--- src/rtl/kfx_regs.svh ---
// Register offsets, field positions, reset values and mapping constants of the key stream mapper.
// Overview of operation
// - Two segments per encrypted D-field pair.
// - Segment length is tail prefix plus B-field.
// - Segment bits indexed upward from zero.
// - Configs 1a-6: tail bits 8-47 take segment 0-39.
// - Configs 1a-6: non-control tail drops segment 0-39.
// - Configs 1a-6 unprotected: data bit i uses i+40.
// - Config 4a: tail bits 8-87 take segment 0-79.
// - Config 4a: non-control tail drops segment 0-79.
// - Config 4a unprotected: data bit i uses i+80.
// - Config 4b: tail bits 8-127 take segment 0-119.
// - Config 4b: non-control tail drops segment 0-119.
// - Config 4b unprotected: data bit i uses i+120.
// - Single-subfield protected: data bit i uses i+prefix.
// - Double slot data bits per configuration, all encrypted.
// - Full slot data bits per configuration, all encrypted.
// - Half slot data bits per configuration.
// - Long slot data bits for j 640 or 672.
// - Redundancy checks and X-field pass unencrypted.
// - Multisubfield bit i of x uses 80x+i+prefix.
`ifndef KFX_REGS_SVH
`define KFX_REGS_SVH

// Register byte offsets on the plain register port.
`define KFX_CTRL_OFS       4'h0
`define KFX_CMD_OFS        4'h4
`define KFX_STAT_OFS       4'h8
`define KFX_LEN_OFS        4'hc

// Control register field positions.
`define KFX_CFG_LSB        0
`define KFX_CFG_MSB        2
`define KFX_SLOT_LSB       3
`define KFX_SLOT_MSB       5
`define KFX_FMT_LSB        6
`define KFX_FMT_MSB        7
`define KFX_TAILCT_BIT     8
`define KFX_CTRL_RST       32'h0000_0000

// Command register field positions.
`define KFX_CMD_START_BIT  0

// Status and length register field positions.
`define KFX_STAT_BUSY_BIT  0
`define KFX_STAT_DRAIN_BIT 1
`define KFX_STAT_PAIR_BIT  2
`define KFX_STAT_LATE_BIT  3
`define KFX_STAT_IDX_LSB   16
`define KFX_LEN_PFX_LSB    16

// Tail field alignment and prefix lengths.
`define KFX_TAIL_FIRST     8'h08
`define KFX_PFX_NORMAL     8'h28
`define KFX_PFX_4A         8'h50
`define KFX_PFX_4B         8'h78

// Multisubfield geometry: 64 data bits then 16 check bits.
`define KFX_SUB_LEN_LAST   7'h4f
`define KFX_SUB_DATA       7'h40

// B-field data bits per unit of modulation depth, per slot type.
`define KFX_BASE_DOUBLE    13'h0320
`define KFX_BASE_FULL      13'h0140
`define KFX_BASE_HALF      13'h0050
`define KFX_BASE_LONG640   13'h0280
`define KFX_BASE_LONG672   13'h02a0

`endif

--- src/rtl/kfx_pkg.sv ---
// Types shared by the key stream mapper modules.
package kfx_pkg;

  // Modulation configuration.
  typedef enum logic [2:0] {
    KFX_CFG_1A,
    KFX_CFG_1B,
    KFX_CFG_2,
    KFX_CFG_3,
    KFX_CFG_4A,
    KFX_CFG_4B,
    KFX_CFG_5,
    KFX_CFG_6
  } kfx_cfg_type;

  // Slot type; codes above the last are illegal.
  typedef enum logic [2:0] {
    KFX_SLOT_DOUBLE,
    KFX_SLOT_FULL,
    KFX_SLOT_HALF,
    KFX_SLOT_LONG640,
    KFX_SLOT_LONG672
  } kfx_slot_type;

  // B-field format.
  typedef enum logic [1:0] {
    KFX_FMT_UNPROT,
    KFX_FMT_SINGLE,
    KFX_FMT_MULTI,
    KFX_FMT_ENCODED
  } kfx_fmt_type;

  // Zone of the field bit now offered by the framing logic.
  typedef enum logic [1:0] {
    KFX_ZONE_TAIL,
    KFX_ZONE_DATA,
    KFX_ZONE_PLAIN
  } kfx_zone_type;

  // Segment processing state.
  typedef enum logic [1:0] {
    KFX_ST_IDLE,
    KFX_ST_RUN,
    KFX_ST_DRAIN
  } kfx_state_type;

endpackage : kfx_pkg

--- src/rtl/kfx_len_table.sv ---
// Registered lookup of tail prefix and B-field data length for a configuration and slot.
`timescale 1ns/1ps
`default_nettype none
`include "kfx_regs.svh"

module kfx_len_table
  import kfx_pkg::*;
(
  input  wire logic         i_core_clk,
  input  wire logic         i_rstn,
  input  wire kfx_cfg_type  i_cfg,
  input  wire kfx_slot_type i_slot,
  output logic [7:0]        o_prefix,
  output logic [12:0]       o_blen
);

  // Tail prefix length set by the configuration.
  function automatic logic [7:0] prefix_of(input kfx_cfg_type cfg);
    unique case (cfg)
      KFX_CFG_4A: prefix_of = `KFX_PFX_4A;
      KFX_CFG_4B: prefix_of = `KFX_PFX_4B;
      default:    prefix_of = `KFX_PFX_NORMAL;
    endcase
  endfunction : prefix_of

  // Bits carried per modulation symbol relative to the binary case.
  function automatic logic [2:0] depth_of(input kfx_cfg_type cfg);
    unique case (cfg)
      KFX_CFG_1A, KFX_CFG_1B: depth_of = 3'h1;
      KFX_CFG_2,  KFX_CFG_4A: depth_of = 3'h2;
      KFX_CFG_3,  KFX_CFG_4B: depth_of = 3'h3;
      KFX_CFG_5:              depth_of = 3'h4;
      KFX_CFG_6:              depth_of = 3'h6;
    endcase
  endfunction : depth_of

  // Binary data length of each slot type; illegal codes fall back to double.
  function automatic logic [12:0] base_of(input kfx_slot_type slot);
    unique case (slot)
      KFX_SLOT_FULL:    base_of = `KFX_BASE_FULL;
      KFX_SLOT_HALF:    base_of = `KFX_BASE_HALF;
      KFX_SLOT_LONG640: base_of = `KFX_BASE_LONG640;
      KFX_SLOT_LONG672: base_of = `KFX_BASE_LONG672;
      default:          base_of = `KFX_BASE_DOUBLE;
    endcase
  endfunction : base_of

  // Both lengths are registered so the mapper sees a steady value.
  always_ff @(posedge i_core_clk) begin
    if (!i_rstn) begin
      o_prefix <= `KFX_PFX_NORMAL;
      o_blen   <= `KFX_BASE_DOUBLE;
    end else begin
      o_prefix <= prefix_of(i_cfg);
      o_blen   <= 13'(depth_of(i_cfg) * base_of(i_slot));
    end
  end

endmodule : kfx_len_table
`default_nettype wire

--- src/rtl/kfx_keystream_mapper.sv ---
// Key stream segment to tail and B-field bit mapper with its register port.
//
// The strobed register port and the register offsets were chosen for this implementation.
`timescale 1ns/1ps
`default_nettype none
`include "kfx_regs.svh"

module kfx_keystream_mapper
  import kfx_pkg::*;
(
  input  wire logic        i_core_clk,
  input  wire logic        i_rstn,
  input  wire logic [3:0]  i_addr,
  input  wire logic [31:0] i_wdata,
  input  wire logic        i_wr,
  input  wire logic        i_rd,
  output logic [31:0]      o_rdata,
  input  wire logic        i_ks_bit,
  input  wire logic        i_ks_valid,
  output logic             o_ks_ready,
  input  wire logic        i_fld_bit,
  input  wire logic [1:0]  i_fld_zone,
  input  wire logic        i_fld_last,
  input  wire logic        i_fld_valid,
  output logic             o_fld_ready,
  output logic             o_out_bit,
  output logic             o_out_valid,
  output logic             o_out_last,
  output logic             o_busy,
  output logic             o_seg_done
);

  // Control register contents.
  kfx_cfg_type   cfg;        // Modulation configuration.
  kfx_slot_type  slot;       // Slot type.
  kfx_fmt_type   fmt;        // B-field format.
  logic          tail_ct;    // Tail field carries the encrypted control type.

  // Sequencing state and position counters.
  kfx_state_type state;      // Segment state.
  logic [12:0]   ks_idx;     // Index of the segment bit now offered.
  logic [7:0]    tail_pos;   // Position of the next tail bit.
  logic [12:0]   b_pos;      // Position of the next B-field bit.
  logic [6:0]    sub_pos;    // Position inside the current 80-bit subfield.
  logic          pair_odd;   // High while the second segment of a pair is due.
  logic          late_key;   // Sticky: a field bit wanted a key bit already passed.

  // Lengths from the lookup module.
  logic [7:0]    prefix;     // Tail prefix of the segment.
  logic [12:0]   blen;       // B-field data bits of the segment.
  logic [12:0]   seg_len;    // Whole segment length.

  // Combinational decode of the offered field bit.
  logic          want_key;   // The field bit falls on a mapped position.
  logic          need_key;   // The field bit is combined with a key bit.
  logic [12:0]   key_idx;    // Segment index paired with the field bit.
  logic          take_fld;   // A field bit is consumed this cycle.
  logic          take_ks;    // A key bit is consumed this cycle.
  logic          start_req;  // Software starts a segment.
  logic          run;        // State is running.
  logic          drain;      // State is draining.
  logic          seg_end;    // Drain reaches the segment end.

  // Lengths follow the control register one cycle later.
  kfx_len_table u_len_table (
    .i_core_clk (i_core_clk),
    .i_rstn     (i_rstn),
    .i_cfg      (cfg),
    .i_slot     (slot),
    .o_prefix   (prefix),
    .o_blen     (blen)
  );

  // The segment is the prefix followed by the B-field data span.
  assign seg_len = 13'(prefix) + blen;

  assign run   = (state == KFX_ST_RUN);
  assign drain = (state == KFX_ST_DRAIN);

  // A start command is honoured only between segments.
  assign start_req = i_wr && (i_addr == `KFX_CMD_OFS) &&
                     i_wdata[`KFX_CMD_START_BIT] && (state == KFX_ST_IDLE);

  // Control register write; accepted in any state, so changes also reach a running segment.
  always_ff @(posedge i_core_clk) begin
    if (!i_rstn) begin
      cfg     <= kfx_cfg_type'(`KFX_CTRL_RST >> `KFX_CFG_LSB);
      slot    <= KFX_SLOT_DOUBLE;
      fmt     <= KFX_FMT_UNPROT;
      tail_ct <= 1'b0;
    end else if (i_wr && (i_addr == `KFX_CTRL_OFS)) begin
      cfg     <= kfx_cfg_type'(i_wdata[`KFX_CFG_MSB:`KFX_CFG_LSB]);
      slot    <= kfx_slot_type'(i_wdata[`KFX_SLOT_MSB:`KFX_SLOT_LSB]);
      fmt     <= kfx_fmt_type'(i_wdata[`KFX_FMT_MSB:`KFX_FMT_LSB]);
      tail_ct <= i_wdata[`KFX_TAILCT_BIT];
    end
  end

  // Decide whether the offered field bit is mapped and to which segment bit.
  always_comb begin
    want_key = 1'b0;
    key_idx  = 13'h0000;
    unique case (kfx_zone_type'(i_fld_zone))
      KFX_ZONE_TAIL: begin
        // Tail bits from 8 onward take the prefix only for the control type.
        if (tail_ct && (tail_pos >= `KFX_TAIL_FIRST) &&
            (tail_pos < 8'(`KFX_TAIL_FIRST + prefix))) begin
          want_key = 1'b1;
          key_idx  = 13'(tail_pos - `KFX_TAIL_FIRST);
        end
      end
      KFX_ZONE_DATA: begin
        // Check bits of a multisubfield layout stay in clear.
        if ((b_pos < blen) &&
            !((fmt == KFX_FMT_MULTI) && (sub_pos >= `KFX_SUB_DATA))) begin
          want_key = 1'b1;
          key_idx  = 13'(prefix) + b_pos;
        end
      end
      KFX_ZONE_PLAIN: begin
        // Redundancy check and X-field bits are passed unchanged.
        want_key = 1'b0;
      end
      default: begin
        // The unused zone code is passed unchanged.
        want_key = 1'b0;
      end
    endcase
  end

  // A key index outside the segment or already passed cannot be applied.
  assign need_key = want_key && (key_idx < seg_len) && (key_idx >= ks_idx);

  // Field bits move when unmapped or when their own key bit is offered.
  assign o_fld_ready = run && (!need_key || (i_ks_valid && (ks_idx == key_idx)));
  assign take_fld    = o_fld_ready && i_fld_valid;

  // Key bits ahead of the next mapped position are dropped; after the
  // last field bit the rest of the segment is drained.
  assign o_ks_ready = (run && i_fld_valid && need_key) ||
                      (drain && (ks_idx < seg_len));
  assign take_ks    = o_ks_ready && i_ks_valid;

  // The drain ends once every segment bit has been accounted for.
  assign seg_end = drain && (ks_idx >= seg_len);

  // Segment state machine.
  always_ff @(posedge i_core_clk) begin
    if (!i_rstn) begin
      state <= KFX_ST_IDLE;
    end else begin
      unique case (state)
        KFX_ST_IDLE: begin
          // Wait for software to start a segment.
          if (start_req) begin
            state <= KFX_ST_RUN;
          end
        end
        KFX_ST_RUN: begin
          // The last field bit of the D-field closes the mapping.
          if (take_fld && i_fld_last) begin
            state <= KFX_ST_DRAIN;
          end
        end
        KFX_ST_DRAIN: begin
          // Leftover key bits have all been discarded.
          if (seg_end) begin
            state <= KFX_ST_IDLE;
          end
        end
      endcase
    end
  end

  // Segment bit index, advanced for every bit taken from the generator.
  always_ff @(posedge i_core_clk) begin
    if (!i_rstn) begin
      ks_idx <= 13'h0000;
    end else if (start_req) begin
      ks_idx <= 13'h0000;
    end else if (take_ks) begin
      ks_idx <= ks_idx + 13'h0001;
    end
  end

  // Tail position counter.
  always_ff @(posedge i_core_clk) begin
    if (!i_rstn) begin
      tail_pos <= 8'h00;
    end else if (start_req) begin
      tail_pos <= 8'h00;
    end else if (take_fld && (kfx_zone_type'(i_fld_zone) == KFX_ZONE_TAIL)) begin
      tail_pos <= tail_pos + 8'h01;
    end
  end

  // B-field position and subfield position; check bits advance both.
  always_ff @(posedge i_core_clk) begin
    if (!i_rstn) begin
      b_pos   <= 13'h0000;
      sub_pos <= 7'h00;
    end else if (start_req) begin
      b_pos   <= 13'h0000;
      sub_pos <= 7'h00;
    end else if (take_fld && (kfx_zone_type'(i_fld_zone) == KFX_ZONE_DATA)) begin
      b_pos <= b_pos + 13'h0001;
      // Each subfield spans 80 positions.
      if (sub_pos == `KFX_SUB_LEN_LAST) begin
        sub_pos <= 7'h00;
      end else begin
        sub_pos <= sub_pos + 7'h01;
      end
    end
  end

  // Pair tracking: two segments serve one pair of D-fields.
  always_ff @(posedge i_core_clk) begin
    if (!i_rstn) begin
      pair_odd <= 1'b0;
    end else if (seg_end) begin
      pair_odd <= ~pair_odd;
    end
  end

  // Sticky flag for a field bit whose key bit was already gone; a new
  // event in the clear cycle wins over the clear.
  always_ff @(posedge i_core_clk) begin
    if (!i_rstn) begin
      late_key <= 1'b0;
    end else if (run && i_fld_valid && want_key && (key_idx < ks_idx)) begin
      late_key <= 1'b1;
    end else if (i_wr && (i_addr == `KFX_STAT_OFS) && i_wdata[`KFX_STAT_LATE_BIT]) begin
      late_key <= 1'b0;
    end
  end

  // Output bit: the same XOR serves encryption and decryption.
  always_ff @(posedge i_core_clk) begin
    if (!i_rstn) begin
      o_out_bit   <= 1'b0;
      o_out_valid <= 1'b0;
      o_out_last  <= 1'b0;
    end else begin
      o_out_bit   <= i_fld_bit ^ (need_key & i_ks_bit);
      o_out_valid <= take_fld;
      o_out_last  <= take_fld & i_fld_last;
    end
  end

  // End of segment pulse.
  always_ff @(posedge i_core_clk) begin
    if (!i_rstn) begin
      o_seg_done <= 1'b0;
    end else begin
      o_seg_done <= seg_end;
    end
  end

  // Busy level follows the state directly.
  assign o_busy = (state != KFX_ST_IDLE);

  // Register read: data stand in the cycle after the read strobe.
  always_ff @(posedge i_core_clk) begin
    if (!i_rstn) begin
      o_rdata <= 32'h0000_0000;
    end else if (i_rd) begin
      o_rdata <= 32'h0000_0000;
      unique case (i_addr)
        `KFX_CTRL_OFS: begin
          o_rdata[`KFX_CFG_MSB:`KFX_CFG_LSB]   <= cfg;
          o_rdata[`KFX_SLOT_MSB:`KFX_SLOT_LSB] <= slot;
          o_rdata[`KFX_FMT_MSB:`KFX_FMT_LSB]   <= fmt;
          o_rdata[`KFX_TAILCT_BIT]             <= tail_ct;
        end
        `KFX_STAT_OFS: begin
          o_rdata[`KFX_STAT_BUSY_BIT]  <= o_busy;
          o_rdata[`KFX_STAT_DRAIN_BIT] <= drain;
          o_rdata[`KFX_STAT_PAIR_BIT]  <= pair_odd;
          o_rdata[`KFX_STAT_LATE_BIT]  <= late_key;
          o_rdata[`KFX_STAT_IDX_LSB +: 13] <= ks_idx;
        end
        `KFX_LEN_OFS: begin
          o_rdata[12:0] <= seg_len;
          o_rdata[`KFX_LEN_PFX_LSB +: 8] <= prefix;
        end
        default: begin
          // Command and unmapped offsets read as zero.
          o_rdata <= 32'h0000_0000;
        end
      endcase
    end else begin
      o_rdata <= 32'h0000_0000;
    end
  end

endmodule : kfx_keystream_mapper
`default_nettype wire

--- config.mk ---
export PLATFORM = sky130hd
export DESIGN_NAME = kfx_keystream_mapper
export DESIGN_NICKNAME = d
export VERILOG_FILES = /design/src/rtl/kfx_pkg.sv /design/src/rtl/kfx_len_table.sv /design/src/rtl/kfx_keystream_mapper.sv
export VERILOG_INCLUDE_DIRS = /design/src /design/src/rtl
export SDC_FILE = /design/constraint.sdc
export NUM_CORES = 1
export LEC_CHECK = 0
export BUFFER_PORTS_ARGS = -buffer_cell sky130_fd_sc_hd__buf_2
export CORE_ASPECT_RATIO = 1.4
export CORE_MARGIN = 2
export CORE_UTILIZATION = 55
export CTS_BUF_LIST = sky130_fd_sc_hd__clkbuf_16
export DETAILED_ROUTE_END_ITERATION = 8
export PLACE_DENSITY = 0.76
export SYNTH_ARGS = -nofsm -noshare
export SYNTH_HDL_FRONTEND = slang
export SYNTH_HIERARCHICAL = 1
export SYNTH_SLANG_ARGS = --single-unit
export TNS_END_PERCENT = 10
--- constraint.sdc ---
create_clock -name i_core_clk -period 6.25 [get_ports i_core_clk]
set_clock_uncertainty 0.15 [all_clocks]
set_input_delay 0.3125 -clock i_core_clk [delete_from_list [all_inputs] [get_ports i_core_clk]]
set_output_delay 0.3125 -clock i_core_clk [all_outputs]
set_load 0.05 [all_outputs]
== After elaboration in Yosys (flattened, before gate mapping) ==
Memories as Yosys holds them, arrays and structs flattened. A register that Yosys moved wholly into a read port is not among the register bits.
Index checks and enable logic that the tools add are counted.

* Register bits: 111
* Memory bits (read-only): 24
* Input bits: 47
* Output and inout port bits: 39
* Logic and storage cells: 124
* Memories kept: 1

{| class="wikitable"
|+ Memory list
! memory !! depth !! bits a word !! rd ports !! clocked after memory_dff !! wr ports !! RTL line !! text
|-
| (no name shown) || 8 || 3 || 1 || 1 || 0 || kfx_len_table.sv:28 || <nowiki>unique case (cfg)</nowiki>
|}

* Add/subtract/negate cells: 8
* Multipliers: 1
* $lt $le $gt $ge: 9
* Eq/ne operators: 18
* Multiplexer cells: 22
* Bitwise logic cells: 5
* Reduce and logical (&&, ||, !) cells: 39

{| class="wikitable"
|+ Operators with widths
! kind !! count
|-
| 13-bit less-than comparator || 4
|-
| 10-bit case mux with 4 select lines || 1
|-
| 13-bit 2-to-1 mux || 3
|-
| 13-bit by 1-bit adder with 13-bit output (second input constant) || 2
|-
| 8-bit by 13-bit adder with 13-bit output || 2
|-
| 13-bit greater-or-equal comparator || 2
|-
| 13-bit case mux with 2 select lines || 1
|-
| 1-bit logical AND || 25
|-
| 8-bit case mux with 2 select lines || 1
|-
| 7-bit case mux with 2 select lines || 1
|-
| 13-bit == test || 1
|-
| 3-bit by 13-bit multiplier with 13-bit output || 1
|-
| 4-bit case mux with 3 select lines || 1
|-
| 5-bit case mux with 2 select lines || 1
|-
| 3-bit == test (second input constant) || 3
|-
| 3-bit 2-to-1 mux || 3
|-
| 3-bit AND reduction || 3
|-
| 8-bit by 4-bit subtractor with 9-bit output (second input constant) || 1
|-
| 4-bit by 8-bit adder with 8-bit output (first input constant) || 1
|-
| 8-bit by 1-bit adder with 8-bit output (second input constant) || 1
|-
| 4-bit == test (second input constant) || 2
|-
| 8-bit by 4-bit greater-or-equal comparator with 1-bit output (second input constant) || 1
|-
| 8-bit less-than comparator || 1
|-
| 7-bit by 1-bit adder with 7-bit output (second input constant) || 1
|-
| other kinds (24) || 39
|}

== Logic depth before layout (Yosys ltp) ==
* Depth after elaboration: 16
* Depth in mapped cells: 27

== Cells and area by module ==
The synthesis kept the hierarchy.

{| class="wikitable"
|+ Modules (own cells, without submodules)
! module !! instances !! cells an instance !! area each (um^2) !! sequential area each (um^2)
|-
| kfx_keystream_mapper || 1 || 769 || 6234.7 || 1681.6
|-
| kfx_len_table || 1 || 109 || 932.1 || 220.2
|}

== Worst setup path after synthesis ==
OpenSTA, ideal clock, no wires.

* Path kind: reg2out
* From: reg u_len_table.o_prefix[5]
* To: out o_fld_ready
* Arrival: 4584 ps
* Path slack: 1204 ps
* Stages on the path, launching flop included: 22
* Path buffers: 2
* Path through: dfxtp_1 buf_4 nand3_1 xor2_1 ha_1 o21ai_0 nor2_1 nor3_1 nand2_1 or4_1 o21ai_0 ha_1 and4_1 a31oi_1 inv_1 a21oi_1 a31o_2 nor4_1 a21o_1 buf_2 nor2_1 nor2b_1

* Word-level cells in the longest chain between the ends: 11

{| class="wikitable"
|+ RTL lines
! element !! RTL line !! text
|-
| from (decl) || kfx_len_table.sv:13 || <nowiki>output logic [7:0] o_prefix,</nowiki>
|-
| from (signal assigned) || kfx_len_table.sv:51 || <nowiki>o_prefix <= `KFX_PFX_NORMAL;</nowiki>
|-
| from (signal assigned) || kfx_len_table.sv:54 || <nowiki>o_prefix <= prefix_of(i_cfg);</nowiki>
|-
| 4-bit by 8-bit adder with 8-bit output (no source line) || n/a ||
|-
| 8-bit less-than comparator || kfx_keystream_mapper.sv:107 || <nowiki>(tail_pos < 8'(`KFX_TAIL_FIRST + prefix))) begin</nowiki>
|-
| 1-bit logical AND || kfx_keystream_mapper.sv:106 || <nowiki>if (tail_ct && (tail_pos >= `KFX_TAIL_FIRST) &&</nowiki>
|-
| 13-bit 2-to-1 mux || kfx_keystream_mapper.sv:106 ||
|-
| 13-bit case mux with 2 select lines || kfx_keystream_mapper.sv:103 || <nowiki>unique case (kfx_zone_type'(i_fld_zone))</nowiki>
|-
| 13-bit less-than comparator || kfx_keystream_mapper.sv:132 || <nowiki>assign need_key = want_key && (key_idx < seg_len) && (key_idx >= ks_idx);</nowiki>
|-
| 1-bit logical AND (2 in a row) || kfx_keystream_mapper.sv:132 ||
|-
| 1-bit logical NOT || kfx_keystream_mapper.sv:135 || <nowiki>assign o_fld_ready = run && (!need_key || (i_ks_valid && (ks_idx == key_idx)));</nowiki>
|-
| 1-bit logical OR (*) || kfx_keystream_mapper.sv:135 ||
|-
| 1-bit logical AND (*) || kfx_keystream_mapper.sv:135 ||
|-
| to (decl) || kfx_keystream_mapper.sv:25 || <nowiki>output logic o_fld_ready,</nowiki>
|}

Mark *: on every way between the ends. The rest lies on a longest branch, timed or not.

== Worst setup path in the final report ==
Ends and elaborated chain as after synthesis.

==> metrics.md <==
| Metric | Value |
|---|---|
| Outcome | finished clean |
| Maximum clock path buffer count | 2 |
| Worst reg-to-reg path cell count | 20 |
| Area share of the largest cell type after synthesis | 0.265 |
| Htree depth | 3 |
| Share of flip-flops with an asynchronous set or reset | 0 |
| Worst-Skew Late Latency | ~0.36 ns |
| Io pins | 86 |
| DP HPWL | 14000 um |
| Hold Buf Count CTS | 0 |
| CP cell instances | ha_1 > xnor2_1 > ha_1 > a211oi_1 > nor2_1 > nor3_2 > nand2_1 > or4_1 > o21ai_0 > ha_1 > a21o_1 > a21oi_1 > nor2b_1 > o21ai_0 > o211a_1 > a21bo_2 > o311ai_4 > nor2_1 > nor2b_1 > buf_2 |
| RSZ-0062 raised after global routing | false |
| CP dominant cell by count | ha_1 |
| Post-layout power | about 1.4 mW |
| Synth area leaders | dfxtp_1 (27%), ha_1 (16%), a21oi_1 (5.0%) |
| N_diodes | 0 |
| DR WL/cell | about 17 um |
| Total Wirelength | 18300 um |
| Layout area overhead | 9.22% |
| Fmax | 174 MHz |
| Clock sink count | 95 |
| Clock slew seen by the registers of the worst setup and hold paths | 0.08 ns |
| Hold depth | 2 |
| Worst EP required | 5.79 ns |
| Num CTS Buffers | 9 |
| 1st-pass router iterations | 5 |
| DRC | 0 |
| Largest net degree at the start of global routing | 39 |
| Starting Density | 0.559 |
| Hold Path Class | primary input to register |
| Buffers on Ports | 56 |
| CP delay by family, top | simple AND/OR/NAND/NOR gates |
| Peak supply drop | between 0.15 and 0.2 mV |
| Core Region | 0.0128 mm^2 |
| Register area share after synthesis | 0.265 |
| Worst Max-Slew Pin Slew | 0.979 ns |
| Hold Startpoint | i_fld_last |
| Final Hold Viols | 0 |
| Via Count | 6521 |
| CP Max Fanout | 10 |
| TNS Setup | 0 ns |
| EDFF count, synth | 0 |
| Final Wtd Congestion | 0.960 |
| FF-to-FF Start | u_len_table/o_prefix[5]$_SDFF_PN1_ |
| Final Max Slew Viols | 0 |
| Register bit total from synthesis | 95 |
| Total grt overflow | 0 |
| Initial antenna violation count | 0 |
| P per Cell Area | 180 mW/mm^2 |
| Final setup fails | 0 |
| Slew margin rel. | 0.342 |
| DRT iter0 DRCs | between 400 and 500 |
| Final #Nets | 1067 |
| Synth Instances | just under 900 |
| Residual antenna-violating net count after detailed routing | 0 |
| Vias in the first global route | 6124 |
| Synth area leader | dfxtp_1 |
| CTS tree | yes |
| Via/cell ratio | 6.03 |
| Reg2Reg Setup Slack | 0.67 ns |
| Yosys cell types | 74 |
| Cell area after synthesis | 0.00717 mm^2 |
| Final period util | 0.921 |
| Warnings, synthesis | 6 |
| Worst Setup Start Kind | register |
| WP data arrival | roughly 5.3 ns |
| Tot GR Track Use | 0.271 |
| Kind of critical path | register to output pin |
| Max_cap viols | 0 |
| Share of cells above drive strength 1 | 0.112 |
| Worst R2R End | sub_pos[6]$_SDFFE_PP0P_ |
| Pleak | 3.45 nW |
| Commonest non-fill, non-tap cell in the layout | dfxtp_1 |
| CP max stage delay | 0.64 ns |
| Die Area | 0.0140 mm^2 |
| DIE WIDTH | 100 um |
| Ys flop type | dfxtp_1 |
| Die height | 139 um |
| Slowest-stage cell, CP | or4_1 |
| Period minus WS final | 5.76 ns |
| Most frequent cells in the layout | dfxtp_1 (95), ha_1 (90), nor2_1 (75) |
| Hold endpoint | o_out_last$_SDFF_PN0_ |
| Syn Area/Cell | 8.16 um^2 |
| CTS root buf | clkbuf_16 |
| First-pass GRT wire length | 29800 um |
| CP Capture Type | output pin |
| Fillers | 1138 |
| Worst Path Buf+Inv | 1 |
| Num rows | between 40 and 50 |
## worst reg2reg max path, delay by kind of cell (launching register included)
| family | cells | cell delay, ns |
|---|---|---|
| and+or+nand+nor | 6 | 1.86 |
| AOI/OAI and AO/OA | 10 | 2.08 |
| xor gates and xnor gates | 1 | 0.13 |
| DFF | 1 | 0.47 |
| adders and majority gates | 3 | 0.83 |
## registers in the layout, summed over array words and instances (netlist names)
register,flops
ks_idx,13
cfg,3
b_pos,13
sub_pos,7
state,2
tail_pos,8
late_key,1
tail_ct,1
o_out_last,1
o_rdata,26
pair_odd,1
u_len_table/o_blen,9
fmt,2
u_len_table/o_prefix,2
o_out_valid,1
slot,3
o_seg_done,1
o_out_bit,1
## timing repair
| item | in CTS | in global routing |
|---|---|---|
| endpoints found under the hold margin | 0 | 0 |
| gates resized for setup | 0 | 1 |
| buffers inserted | 0 | 0 |
| endpoints found under the setup margin | 0 | 1 |
## through the flow
step           cell area (um^2)  instances  utilization  hold WS, ns  setup WS, ns
2_1_floorplan              7210        890            -        0.282          1.20
3_3_place_gp               7500       1065        0.586        0.290         0.760
3_5_place_dp               7500       1065        0.586        0.301         0.673
4_1_cts                    7820       1081        0.610       0.0319         0.451
5_1_grt                    7830       1081        0.611       0.0320        0.0958
6_report                   7830       1081        0.611       0.0381         0.495
## worst max path at each step
| stage | endpoint | depth (start not counted) | slack [ns] | start |
|---|---|---|---|---|
| after global placement | sub_pos[6]$_SDFFE_PP0P_ | 20 | 0.76 | u_len_table/o_prefix[5]$_SDFF_PN1_ |
| final | o_fld_ready | 20 | 0.49 | u_len_table/o_prefix[5]$_SDFF_PN1_ |
| after floorplan | o_fld_ready | 21 | 1.20 | u_len_table/o_prefix[5]$_SDFF_PN1_ |
| after CTS | o_fld_ready | 20 | 0.45 | u_len_table/o_prefix[5]$_SDFF_PN1_ |
| after detailed placement | sub_pos[6]$_SDFFE_PP0P_ | 20 | 0.67 | u_len_table/o_prefix[5]$_SDFF_PN1_ |
| after global routing | o_fld_ready | 21 | 0.1 | u_len_table/o_prefix[5]$_SDFF_PN1_ |
## synthesized netlist by cell type, types with 4 or more instances
master / number
buf_2: 4
nand4_1: 17
nand2b_1: 12
xnor2_1: 22
a21oi_1: 71
a22oi_1: 6
or4_1: 10
or2_2: 7
fa_1: 7
o31ai_1: 9
nor3_1: 16
o21ai_0: 41
ha_1: 90
and4_1: 5
nor2b_1: 15
clkbuf_1: 16
nand2_1: 65
o2bb2a_1: 4
or3_1: 12
xor2_1: 13
and2_1: 10
o211ai_1: 7
and3_1: 9
a31oi_1: 7
mux2i_1: 16
buf_4: 16
inv_1: 68
a211oi_1: 4
o2111ai_1: 7
a21o_1: 9
nand3_1: 38
o21a_1: 12
nor2_1: 75
dfxtp_1: 95
## cell families after synthesis
logic type / Yosys count / synth area share
AND/OR/NAND/NOR: 309 / 0.221
AO/OA/AOI/OAI: 214 / 0.198
buffers and inverters: 107 / 0.0674
adder cells (fa/ha/maj): 97 / 0.177
flip-flops: 95 / 0.265
XOR/XNOR: 36 / 0.0450
multiplexers: 18 / 0.0255
other: 2 / 0.00105
## where the power goes
part / switching (mW) / internal (mW) / leakage, nW
Clock: 0.291 / 0.292 / 0.154
Sequential: 0.00642 / 0.611 / 0.766
Combinational: 0.138 / 0.0684 / 2.53
Total: 0.436 / 0.971 / 3.45
## metal layers
metal | GRT usage | vias to the layer above | wire, um
met5 | 0 | - | 0
met4 | 0.121 | 0 | 742
met3 | 0.0459 | 53 | 854
met2 | 0.474 | 209 | 9340
met1 | 0.319 | 3038 | 7400
li1 | - | 3221 | -
## final cells by class
class	count	area (um^2)	area share
clock inverters	7	93.8	0.0120
multi-input cells	688	4840	0.619
flip-flops and latches	95	1900	0.243
well taps	153	191	0.0245
clock buffers	9	225	0.0288
repair buffers	61	318	0.0406
inverters	68	255	0.0326
No activity file was read; power rests on OpenSTA's default activity.
